==> config.mk <==
export PLATFORM = sky130hd
export DESIGN_NAME = amc_parser_flat
export DESIGN_NICKNAME = d
export VERILOG_FILES = /design/src/pkg/amc_pkg.sv /design/src/pkg/amc_link_if.sv /design/src/design/amc_parser.sv /design/src/flat_wrapper.sv
export SDC_FILE = /design/constraint.sdc
export NUM_CORES = 1
export LEC_CHECK = 0
export ABC_AREA = 1
export BUFFER_PORTS_ARGS = -buffer_cell sky130_fd_sc_hd__buf_4
export CAP_MARGIN = 5
export CORE_MARGIN = 2
export CORE_UTILIZATION = 56
export CTS_CLUSTER_SIZE = 28
export DETAILED_ROUTE_END_ITERATION = 16
export PLACE_DENSITY_LB_ADDON = 0.08
export SYNTH_ARGS = -nofsm -noshare
export SYNTH_HDL_FRONTEND = slang
export SYNTH_SLANG_ARGS = --single-unit
==> constraint.sdc <==
create_clock -name CLK -period 2.03 [get_ports CLK]
set_input_delay 0.3045 -clock CLK [delete_from_list [all_inputs] [get_ports CLK]]
set_output_delay 0.3045 -clock CLK [all_outputs]
set_load 0.01 [all_outputs]
==> src/pkg/amc_pkg.sv <==
// shared codes, element lengths and helpers for the auth message codec
package amc_pkg;

  localparam logic [7:0] MT_REQUEST  = 8'h40;
  localparam logic [7:0] MT_REPLY    = 8'h41;
  localparam int         MT_MSB_POS  = 7;

  localparam logic [7:0] ID_TYPE     = 8'h0a;
  localparam logic [7:0] ID_CHAL     = 8'h0c;
  localparam logic [7:0] ID_RESP     = 8'h0d;
  localparam logic [7:0] ID_SEED     = 8'h0e;

  localparam logic [4:0] HDR_LEN     = 5'h02;
  localparam logic [4:0] LEN_TYPE    = 5'h05;
  localparam logic [4:0] LEN_CHAL    = 5'h0a;
  localparam logic [4:0] LEN_RESP    = 5'h06;
  localparam logic [4:0] LEN_SEED1   = 5'h0a;
  localparam logic [4:0] LEN_SEED2   = 5'h12;

  localparam logic [1:0] ERR_TYPE    = 2'h0;
  localparam logic [1:0] ERR_ID      = 2'h1;
  localparam logic [1:0] ERR_LEN     = 2'h2;
  localparam logic [1:0] ERR_MISSING = 2'h3;

  typedef enum logic [1:0] {
    EL_TYPE = 2'b00,
    EL_CHAL = 2'b01,
    EL_RESP = 2'b10,
    EL_SEED = 2'b11
  } amc_elem_e;

  function automatic logic [7:0] el_id(amc_elem_e k);
    case (k)
      EL_CHAL: el_id = ID_CHAL;
      EL_RESP: el_id = ID_RESP;
      EL_SEED: el_id = ID_SEED;
      default: el_id = ID_TYPE;
    endcase
  endfunction

  function automatic logic [4:0] el_total(amc_elem_e k, logic alg2);
    case (k)
      EL_CHAL: el_total = LEN_CHAL;
      EL_RESP: el_total = LEN_RESP;
      EL_SEED: el_total = alg2 ? LEN_SEED2 : LEN_SEED1;
      default: el_total = LEN_TYPE;
    endcase
  endfunction

endpackage

==> src/pkg/amc_link_if.sv <==
// byte stream carrying one auth message per frame, builder to parser
`timescale 1ns/1ps
interface amc_link_if (
  input wire logic CLK
);
  logic [7:0] data;
  logic       valid;
  logic       ready;
  logic       last;

  modport builder (output data, output valid, output last, input ready);
  modport parser  (input data, input valid, input last, output ready);
endinterface

==> src/design/amc_parser.sv <==
// message parser end: checks and unpacks auth messages from the link
// Notes on behaviour
// - reply code 01000001, request code distinct
// - message type msb always zero; the parser does not check it
// - portable request: type and challenge
// - fixed request: type, seed, challenge
// - reply contents depend on originator
// - response in request only from portable
// - seed 128 bits with second algorithm
// - challenge, response, seed identifier codes
// - type element identifier, five bytes total
// - element total lengths per algorithm
// - first algorithm msb-first value placement
// - second algorithm msb-first value placement
// - value starts at third octet
`timescale 1ns/1ps
module amc_parser (
  input  wire logic         CLK,
  input  wire logic         RST_B,
  amc_link_if.parser        LINK,
  input  wire logic         ALG2,
  output logic              MSG_VALID,
  output logic              MSG_ERROR,
  output logic [1:0]        ERR_CODE,
  output logic              IS_REPLY,
  output logic              FROM_FIXED,
  output logic [3:0]        HAS_ELEM,
  output logic [23:0]       AUTH_TYPE,
  output logic [63:0]       CHALLENGE,
  output logic [31:0]       RESPONSE,
  output logic [127:0]      SEED
);
  typedef enum logic [2:0] {
    DEC_TYPE = 3'b000,
    DEC_EID  = 3'b001,
    DEC_ELEN = 3'b010,
    DEC_BODY = 3'b011,
    DEC_SKIP = 3'b100
  } amc_dec_e;

  amc_dec_e           state_q, state_d;
  amc_pkg::amc_elem_e kind_q, kind_d, id_kind;
  logic [4:0]         rem_q, rem_d, exp_len;
  logic [127:0]       shift_q, shift_d;
  logic [3:0]         has_q, has_d, has_n;
  logic               reply_q, reply_d, ready_q;
  logic [1:0]         err_q, err_d;
  logic               err_hit, done_hit, valid_q, error_q;
  logic [23:0]        type_q;
  logic [63:0]        chal_q;
  logic [31:0]        resp_q;
  logic [127:0]       seed_q;
  logic               beat, type_ok, id_known, len_ok, body_end, msg_ok, store;
  logic [127:0]       seed_w;
  logic [7:0]         din;

  assign din      = LINK.data;
  assign beat     = LINK.valid && ready_q;
  // msb of the code is not looked at
  assign type_ok  = (din[6:0] == amc_pkg::MT_REQUEST[6:0])
                 || (din[6:0] == amc_pkg::MT_REPLY[6:0]);
  assign id_known = (din == amc_pkg::ID_TYPE) || (din == amc_pkg::ID_CHAL)
                 || (din == amc_pkg::ID_RESP) || (din == amc_pkg::ID_SEED);
  assign id_kind  = (din == amc_pkg::ID_CHAL) ? amc_pkg::EL_CHAL
                  : (din == amc_pkg::ID_RESP) ? amc_pkg::EL_RESP
                  : (din == amc_pkg::ID_SEED) ? amc_pkg::EL_SEED
                  : amc_pkg::EL_TYPE;
  // length octet counts value octets only
  assign exp_len  = amc_pkg::el_total(kind_q, ALG2) - amc_pkg::HDR_LEN;
  assign len_ok   = (din == {3'h0, exp_len});
  assign body_end = (rem_q == 5'd1);
  assign has_n    = has_q | (4'h1 << kind_q);

  // contents check by message kind; originator shows as a seed element
  assign msg_ok = reply_q
    ? (has_n[amc_pkg::EL_RESP] && !has_n[amc_pkg::EL_TYPE]
       && !(has_n[amc_pkg::EL_CHAL] && !ALG2))
    : (has_n[amc_pkg::EL_TYPE] && has_n[amc_pkg::EL_CHAL]
       && !(has_n[amc_pkg::EL_RESP] && has_n[amc_pkg::EL_SEED]));

  always_comb begin
    state_d  = state_q;
    kind_d   = kind_q;
    rem_d    = rem_q;
    shift_d  = shift_q;
    has_d    = has_q;
    reply_d  = reply_q;
    err_d    = err_q;
    err_hit  = 1'b0;
    done_hit = 1'b0;
    if (beat) begin
      case (state_q)
        DEC_TYPE: begin
          reply_d = din[0];
          has_d   = 4'h0;
          if (!type_ok) begin
            err_hit = 1'b1;
            err_d   = amc_pkg::ERR_TYPE;
          end else if (LINK.last) begin
            err_hit = 1'b1;
            err_d   = amc_pkg::ERR_MISSING;
          end else begin
            state_d = DEC_EID;
          end
        end
        DEC_EID: begin
          kind_d = id_kind;
          if (!id_known || LINK.last) begin
            err_hit = 1'b1;
            err_d   = id_known ? amc_pkg::ERR_LEN : amc_pkg::ERR_ID;
          end else begin
            state_d = DEC_ELEN;
          end
        end
        DEC_ELEN: begin
          rem_d = din[4:0];
          if (!len_ok || LINK.last) begin
            err_hit = 1'b1;
            err_d   = amc_pkg::ERR_LEN;
          end else begin
            state_d = DEC_BODY;
          end
        end
        DEC_BODY: begin
          // first value octet lands in the top of the value
          shift_d = {shift_q[119:0], din};
          rem_d   = rem_q - 5'd1;
          if (!body_end) begin
            if (LINK.last) begin
              err_hit = 1'b1;
              err_d   = amc_pkg::ERR_LEN;
            end
          end else begin
            has_d = has_n;
            if (!LINK.last) begin
              state_d = DEC_EID;
            end else if (msg_ok) begin
              done_hit = 1'b1;
            end else begin
              err_hit = 1'b1;
              err_d   = amc_pkg::ERR_MISSING;
            end
          end
        end
        DEC_SKIP: if (LINK.last) state_d = DEC_TYPE;
        default:  state_d = DEC_TYPE;
      endcase
    end
    // a bad frame is dropped up to its last octet
    if (err_hit) state_d = LINK.last ? DEC_TYPE : DEC_SKIP;
    if (done_hit) state_d = DEC_TYPE;
  end

  assign store  = beat && (state_q == DEC_BODY) && body_end;
  // a short seed keeps only its own eight octets
  assign seed_w = ALG2 ? shift_d : {64'h0, shift_d[63:0]};

  always_ff @(posedge CLK or negedge RST_B) begin
    if (!RST_B) begin
      state_q <= DEC_TYPE;
      kind_q  <= amc_pkg::EL_TYPE;
      {rem_q, has_q, reply_q, err_q} <= 12'h0;
      shift_q <= 128'h0;
      {ready_q, valid_q, error_q} <= 3'h0;
    end else begin
      state_q <= state_d;
      kind_q  <= kind_d;
      {rem_q, has_q, reply_q, err_q} <= {rem_d, has_d, reply_d, err_d};
      shift_q <= shift_d;
      ready_q <= 1'b1;
      valid_q <= done_hit;
      error_q <= err_hit;
    end
  end

  always_ff @(posedge CLK or negedge RST_B) begin
    if (!RST_B) begin
      type_q <= 24'h0;
      chal_q <= 64'h0;
      resp_q <= 32'h0;
      seed_q <= 128'h0;
    end else if (store) begin
      case (kind_q)
        amc_pkg::EL_TYPE: type_q <= shift_d[23:0];
        amc_pkg::EL_CHAL: chal_q <= shift_d[63:0];
        amc_pkg::EL_RESP: resp_q <= shift_d[31:0];
        amc_pkg::EL_SEED: seed_q <= seed_w;
        default:          type_q <= type_q;
      endcase
    end
  end

  assign LINK.ready = ready_q;
  assign MSG_VALID  = valid_q;
  assign MSG_ERROR  = error_q;
  assign ERR_CODE   = err_q;
  assign IS_REPLY   = reply_q;
  assign FROM_FIXED = has_q[amc_pkg::EL_SEED];
  assign HAS_ELEM   = has_q;
  assign AUTH_TYPE  = type_q;
  assign CHALLENGE  = chal_q;
  assign RESPONSE   = resp_q;
  assign SEED       = seed_q;
endmodule // amc_parser

==> src/flat_wrapper.sv <==
// flat-port wrapper written by rule: the top's interface ports become plain ports
module amc_parser_flat 
  (CLK, RST_B, ALG2, MSG_VALID, MSG_ERROR, ERR_CODE, IS_REPLY, FROM_FIXED, HAS_ELEM, AUTH_TYPE, CHALLENGE, RESPONSE, SEED, LINK_data, LINK_valid, LINK_last, LINK_ready);
  amc_link_if LINK_i (.CLK(CLK));
  input  wire logic CLK;
  input  wire logic RST_B;
  input  wire logic ALG2;
  output logic MSG_VALID;
  output logic MSG_ERROR;
  output logic [1:0] ERR_CODE;
  output logic IS_REPLY;
  output logic FROM_FIXED;
  output logic [3:0] HAS_ELEM;
  output logic [23:0] AUTH_TYPE;
  output logic [63:0] CHALLENGE;
  output logic [31:0] RESPONSE;
  output logic [127:0] SEED;
  input wire logic [$bits(LINK_i.data)-1:0] LINK_data;
  input wire logic [$bits(LINK_i.valid)-1:0] LINK_valid;
  input wire logic [$bits(LINK_i.last)-1:0] LINK_last;
  output wire logic [$bits(LINK_i.ready)-1:0] LINK_ready;
  assign LINK_i.data = LINK_data;
  assign LINK_i.valid = LINK_valid;
  assign LINK_i.last = LINK_last;
  assign LINK_ready = LINK_i.ready;
  amc_parser u_core (.CLK(CLK), .RST_B(RST_B), .LINK(LINK_i), .ALG2(ALG2), .MSG_VALID(MSG_VALID), .MSG_ERROR(MSG_ERROR), .ERR_CODE(ERR_CODE), .IS_REPLY(IS_REPLY), .FROM_FIXED(FROM_FIXED), .HAS_ELEM(HAS_ELEM), .AUTH_TYPE(AUTH_TYPE), .CHALLENGE(CHALLENGE), .RESPONSE(RESPONSE), .SEED(SEED));
endmodule
* Yosys cells after proc, flatten, opt, wreduce, memory -nomap -nowiden
Cells that the tools add are included.
** Word-level totals
- Logic and storage cells :: 128
- Register bits :: 396
- Output and inout port bits :: 259
** Operators by class
- Equal/unequal tests :: 26
- Bitwise operators :: 1
- Add/subtract/negate cells :: 2
- Reductions and logical operators :: 37
- Shift-type cells :: 1
- Mux-type cells :: 47
** Operators with widths (count)
- two-way mux 128 bit :: 3
- equality test 8 x 4 -> 1 bit, second input constant :: 4
- two-way mux 3 bit :: 10
- two-way mux 2 bit :: 12
- one-hot mux 3 bit (5 select lines) :: 1
- one-hot mux 5 bit (3 select lines) :: 1
- equality test 7 bit, second input constant :: 2
- two-way mux 1 bit :: 14
- AND reduction 2 bit :: 7
- inequality test 4 x 2 -> 1 bit, second input constant :: 3
- one-hot mux 5 bit (2 select lines) :: 1
- logical AND 1 bit :: 9
- equality test 8 x 5 -> 1 bit :: 1
- inequality test 4 x 1 -> 1 bit, second input constant :: 2
- one-hot mux 2 bit (4 select lines) :: 1
- one-hot mux 4 bit (2 select lines) :: 1
- AND reduction 7 bit :: 1
- equality test 3 x 2 -> 1 bit, second input constant :: 2
- zero test 1 bit :: 6
- logical OR 1 bit :: 6
- inequality test 2 x 1 -> 1 bit, second input constant :: 3
- inequality test 3 bit, second input constant :: 2
- AND reduction 6 bit :: 1
- equality test 5 x 1 -> 1 bit, second input constant :: 1
- 18 further kinds :: 20

* Depth between registers and ports, before layout
Gate-level depths: netlist of run 1.
- Depth in word-level cells :: 13
- Mapped depth :: 15
- Mapped depth without buffers :: 14

* Worst setup path before layout of run 1
OpenSTA, ideal clock, no wires.
- Kind :: reg-to-reg
- Start point :: reg u_core.rem_q[1]
- End point :: reg u_core.seed_q[95], in the netlist u_core.SEED[95]
- Data arrival time :: 1.482 ns
- Setup slack :: 0.417 ns
- Stages on the path, launching flop included :: 12
- Period minus slack after synthesis :: 1.613 ns
- Setup time :: 0.130 ns
- Cells stage by stage :: dfrtp_1 -> inv_1 -> ha_1 -> nand3_1 -> nor2_4 -> nand2_2 -> nor2_2 -> inv_2 -> buf_2 -> buf_2 -> nand2_1 -> o21ai_1
** On the way
- Cells in the longest elaborated chain, start to end :: 3
** RTL lines
- from (decl) :: RTL line amc_parser.sv:43 : logic [4:0] rem_q, rem_d, exp_len;
- from (signal assigned) :: RTL line amc_parser.sv:168 : {rem_q, has_q, reply_q, err_q} <= {rem_d, has_d, reply_d, err_d};
- equality test 5 x 1 -> 1 bit :: RTL line amc_parser.sv:71 : assign body_end = (rem_q == 5'd1);
- logical AND 1 bit :: RTL line amc_parser.sv:154 : assign store = beat && (state_q == DEC_BODY) && body_end;
- AND reduction 2 bit (no source line)
- to (signal assigned) :: RTL line amc_parser.sv:187 : amc_pkg::EL_SEED: seed_q <= seed_w;
- to (decl) :: RTL line amc_parser.sv:52 : logic [127:0] seed_q;
No other way between the ends.
A chain may end at the register's enable or synchronous reset.

* Final worst setup path of run 1
- Start point :: reg u_core.rem_q[1]
- End point :: reg u_core.seed_q[43], in the netlist u_core.SEED[43]
The elaborated chain is that of the path after synthesis.

==> impl_metrics.toml, run 1 <==
[logic_synthesis]
synthFlopType = "dfrtp_1"
synth_top_family_by_area = "compound AO/OA/AOI/OAI gates"
synth.area.mux_share_pct = 0
yosys.area_share.simple_pct = 12.4
synth_edf_count = 0
synth_async_sr_flop_share_pct = 100
syn_area_um2 = 15500
synth-seq-area-share_pct = 63.7
synth.avg_cell_area_um2 = 9.28
synth_cell_type_count = 27
synthesis.nets = 1690
yosysWarnings = 0
synth_seq_cells = 396
synth-compound-area-share_pct = 13.5
synth_fa_ha_area_share_pct = 0.161
syn_inst = 1675
yosys.area_share.xor_xnor_pct = 0.169

[timing]
setup_tns_ps = 0
fin_ws_ps = 148
setup_viol = 0
layout_min_cycle_time_ps = 1880
worstMarginPinSlew_ps = 495
slew_viol_final = 0
finClkSkew_ps = 11.0
rsz0062_at_grt = "false"
hold_viol = 0
fmax_ghz = 0.531
fin_crit_sh_pct = 92.7
relSlewSlack_pct = 66.9

[routing]
vias_per_cell = 5.04
drt-total-wl_um = 37400
post_drt_wl_per_cell_um = 15.9
drc = 0
antenna_left = 0
drt_iter0_markers = 928
dr.pass1.iters = 6
vias = 11800

[critical_path]
cp-start-kind = "flip-flop"
worstSetupPathType = "reg2reg"
crit_start = "u_core.rem_q[1]$_DFFE_PN0P_"
cp.arrival_ps = 2280
reg2reg_slack_ps = 150
critical_path_required_ps = 2430
end_kind = "flip-flop"
timing.rr.start = "u_core.rem_q[1]$_DFFE_PN0P_"
setup.worst_path.end = "u_core.SEED[43]$_DFFE_PN0P_"
rr_endpoint = "u_core.SEED[43]$_DFFE_PN0P_"
ff2ff_path_depth = 10
cp_max_fo = 85

[final_layout]
n_fill_cell = 2089
antennaDiodeCount = 0
final_nets = 1957
drive_above_1_share_pct = 20.5
multi_input_area_um2 = 4110
utilization_pct = 71.9
seq_area_um2 = 9910
final_common_cell = "nand2_1"
final_cells = 2343
final_cell_mix = "nand2_1 (433), dfrtp_1 (395), o21ai_1 (324), buf_4 (290), inv_1 (287)"
design_area_um2 = 19500
areaGrowthSynthToFinish_pct = 25.4

[clock_network]
cts.sink_count = 396
htree_levels = 2
insertion_delay_ps = 530
cts_tree = "yes"
cts_max_path_buffers = 3
cts.clk_slew.worst_paths_ps = 60
root_buffer = "clkbuf_16"
cts_made_buffers = 40

[floorplanning]
core_um2 = 27100
initial_core_util_pct = 57.4
dieArea_um2 = 29100
die_w_um = 171
ios = 272
fp.dieH_um = 171
num_rows = 60

[global_routing]
grt_antenna_before_repair = 0
grt_pass1_wl_um = 60800
grt_pass1_vias = 11600
grt_overflow = 0
grt_use_total_pct = 26.4
grt_max_degree = 86

[place]
place_hpwl_um = 25200
place.gp.congestion = 0.914
dp.cells = 2268
placed_area_um2 = 18100
dp_slack_ps = 164
portBuffers = 271

[worst_hold_path]
hp-class = "in2reg"

[power_and_ir_drop]
power.density_nw_per_um2 = 876
power.leakage_nw = 10.1
irDropWorstVdd_mv = 0.784

[run]
maxCapViolCount = 0

[run_status]
outcome = "complete, no violations"
[flip-flops by register name, summed over array words and instances, names as in the netlist, 2 cells and up]
register and count:
u_core.AUTH_TYPE 24, u_core.state_q 3, u_core.rem_q 5, u_core.SEED 128
u_core.kind_q 2, u_core.ERR_CODE 2, u_core.shift_q 128, u_core.RESPONSE 32
u_core.CHALLENGE 64, u_core.HAS_ELEM 4
[worst max-delay path, cell delays in order (launching register included)]
cell and delay (ps):
dfrtp_1 380, inv_1 90, ha_1 150, nand3_1 160, nor2_4 140, nand2_2 80
nor2_2 200, inv_6 100, buf_12 230, nand2_1 110, o21ai_1 80
[power by group]
group          leakage (nW)  internal (mW)  total, mW  switching, mW
clock                 0.665           4.48       7.46           2.98
sequential             4.84           8.10       8.30          0.206
combinational          4.58          0.433       1.32          0.887
[area by class of cell]
cell class              instances  share of cell area (%)
repair buffers                309                    13.0
clock buffers                  63                    6.41
flip-flops and latches        396                    50.9
multi-input cells             902                    21.1
well taps                     372                    2.39
inverters                     293                    5.68
clock inverters                 8                   0.533
[cell families (layout without fill, tap and decap cells)]
family,count (synthesis),count (layout)
adder cells (fa/ha/maj),2,2
AO/OA/AOI/OAI,404,404
XOR/XNOR,3,3
other,1,1
flip-flops,396,396
buffers and inverters,377,673
AND/OR/NAND/NOR,492,492
[through the flow]
| stage | hold slack, ps | total power, mW |
|---|---|---|
| 6_report | 56.3 | 17.1 |
| 5_1_grt | 60.9 | 17.8 |
| 4_1_cts | 38.6 | 17.2 |
| 3_5_place_dp | 205 | 9.75 |
| 3_3_place_gp | 207 | 9.73 |
| 2_1_floorplan | 8.91 | 9.16 |
[metal layers]
layer	vias to the layer above	wire (µm)	global-route usage, %
met4	0	779	6.76
met2	358	17800	42.4
met5	-	0	0
met1	5652	16100	36.5
li1	5745	-	-
met3	51	2720	6.20
[synthesized netlist by cell type (5+ instances only)]
master	n	area (µm²)
a21oi_1	11	55.1
buf_2	61	305
buf_6	7	78.8
clkbuf_1	14	52.6
dfrtp_1	396	9910
inv_1	287	1080
inv_2	5	18.8
nand2_1	433	1630
nand3_1	14	70.1
nand4_1	7	43.8
nor2_1	23	86.3
nor3_1	5	25.0
o21ai_0	49	245
o21ai_1	324	1620
o21ai_2	17	149
[what timing repair did]
item,CTS,global route
hold buffers,1,0
hold endpoints to repair,47,0
endpoints found under the setup margin,0,6
gates resized for setup,0,1
setup buffers,0,3
[worst min-delay path by stage]
stage | startpoint | endpoint | slack, ps | cells after the start
2_1_floorplan | RST_B | u_core.AUTH_TYPE[0]$_DFFE_PN0P_ | 9 | 0
3_3_place_gp | RST_B | u_core.shift_q[81]$_DFF_PN0_ | 210 | 1
3_5_place_dp | RST_B | u_core.shift_q[89]$_DFF_PN0_ | 210 | 1
4_1_cts | LINK_data[7] | u_core.shift_q[7]$_DFF_PN0_ | 40 | 3
5_1_grt | LINK_data[7] | u_core.shift_q[7]$_DFF_PN0_ | 60 | 3
6_report | LINK_data[7] | u_core.shift_q[7]$_DFF_PN0_ | 60 | 3
No activity file was read; power rests on OpenSTA's default activity.
==> inputs of run 2 (changes only) <==
REMOVE_ABC_BUFFERS = 1   (was not set)
==> run 2 against run 1 <==
Effect of this change: non-clock buffer count increased by 2; core utilization increased by 0.24 points; clock-buffer cell count increased by 1; critical endpoint is now u_core.RESPONSE[14]$_DFFE_PN0P_; largest power group unchanged.
==> impl_metrics.toml, run 2 (same netlist as run 1, synthesis figures left out) <==
[run_status]
outcome = "complete, no violations"

[final_layout]
drive_above_1_share_pct = 20.9
final_common_cell = "nand2_1"
final_cells = 2348
final_cell_mix = "nand2_1 (433), dfrtp_1 (394), o21ai_1 (325), buf_4 (295), inv_1 (287)"
final_nets = 1960
antennaDiodeCount = 0
design_area_um2 = 19600
utilization_pct = 72.2
areaGrowthSynthToFinish_pct = 25.8

[floorplanning]
ios = 272
fp.dieH_um = 171
num_rows = 60
dieArea_um2 = 29100
core_um2 = 27100
initial_core_util_pct = 57.4
die_w_um = 171

[worst_hold_path]
hold_depth = 3
hp-start = "LINK_data[5]"
hp-class = "in2reg"
min_to = "u_core.shift_q[5]$_DFF_PN0_"

[routing]
top_layer_used = "met4"
vias = 11700
vias_per_cell = 4.97
drt_iter0_markers = 836
wl_met3_um = 2330
drt-total-wl_um = 35000
dr.pass1.iters = 6
m1WireLength_um = 15200
dr_wl_met2_um = 16600
antenna_left = 0
drc = 0
post_drt_wl_per_cell_um = 14.9

[clock_network]
cts_made_buffers = 41
htree_levels = 2
insertion_delay_ps = 530
postCtsSetupRepairBufs = 0
root_buffer = "clkbuf_16"
cts_max_path_buffers = 3
cts_tree = "yes"
cts.sink_count = 396
cts.clk_slew.worst_paths_ps = 60

[timing]
fin_crit_sh_pct = 92.3
worstMarginPinSlew_ps = 506
hold_viol = 0
relSlewSlack_pct = 66.3
layout_min_cycle_time_ps = 1870
setup_viol = 0
finClkSkew_ps = 16.7
slew_viol_final = 0
fin_ws_ps = 157
fmax_ghz = 0.534
setup_tns_ps = 0
worst_hold_slack_ps = 57.6

[critical_path]
ff2ff_path_depth = 10
cp-start-kind = "flip-flop"
reg2reg_slack_ps = 160
rr_endpoint = "u_core.RESPONSE[14]$_DFFE_PN0P_"
worstSetupPathType = "reg2reg"
cp.arrival_ps = 2270
timing.rr.start = "u_core.rem_q[1]$_DFFE_PN0P_"
critical_path_required_ps = 2430
cp_max_fo = 43
end_kind = "flip-flop"

[global_routing]
grt_max_degree = 88
grt_pass1_vias = 11400
grt_overflow = 0
grt_use_total_pct = 24.6
grt_pass1_wl_um = 57700
grt_antenna_before_repair = 0

[place]
dp_slack_ps = 144
portBuffers = 271
dp.cells = 2273
placed_area_um2 = 18100
place.gp.congestion = 0.897
place_hpwl_um = 23100

[run]
maxCapViolCount = 0

[power_and_ir_drop]
irDropWorstVdd_mv = 0.612
power.leakage_nw = 10.1
power.total_mw = 17.4
power.density_nw_per_um2 = 889
[run 2: worst max path at each step]
stage                                  startpoint                               end  slack [ps]  cells past startpoint
floorplan           u_core.state_q[1]$_DFFE_PN0P_  u_core.CHALLENGE[31]$_DFFE_PN0P_       -1820                      7
global placement    u_core.state_q[0]$_DFFE_PN0P_     u_core.state_q[0]$_DFFE_PN0P_         220                     10
detailed placement    u_core.rem_q[1]$_DFFE_PN0P_       u_core.SEED[36]$_DFFE_PN0P_         140                     10
CTS                   u_core.rem_q[1]$_DFFE_PN0P_       u_core.SEED[98]$_DFFE_PN0P_         120                     10
global route          u_core.rem_q[1]$_DFFE_PN0P_   u_core.RESPONSE[14]$_DFFE_PN0P_          -4                     10
finish                u_core.rem_q[1]$_DFFE_PN0P_   u_core.RESPONSE[14]$_DFFE_PN0P_         160                     10
[run 2: where the power goes]
| part | switching [mW] | internal (mW) | total (mW) |
|---|---|---|---|
| Sequential | 0.209 | 8.10 | 8.31 |
| Clock | 2.97 | 4.82 | 7.79 |
| Combinational | 0.861 | 0.423 | 1.28 |
[run 2: layer usage]
metal | vias up | track usage [%]
met5 | - | 0
met4 | 0 | 6.91
met3 | 61 | 5.74
met2 | 308 | 39.8
met1 | 5550 | 33.8
li1 | 5750 | -
[run 2: timing repair]
item / in CTS / in global routing
endpoints found under the setup margin: 0 / 70
gates resized for setup: 0 / 6
hold endpoints to repair: 42 / 0
hold buffers: 1 / 0
[run 2: critical path, stage by stage, from the launching register on]
cell and delay (ps):
dfrtp_1 380, inv_1 90, ha_1 140, nand3_1 170, nor2_4 140, nand2_2 90
inv_2 140, nand3_2 90, buf_4 290, nand2_1 130, o21ai_1 70
[run 2: layout make-up]
cell class / count / area [µm²]
tap: 372 / 465
clock inverter: 10 / 154
multi-input combinational: 902 / 4120
clock buffer: 64 / 1270
sequential: 396 / 9910
timing repair buffer: 311 / 2520
fill: 2062 / 7540
inverter: 293 / 1110
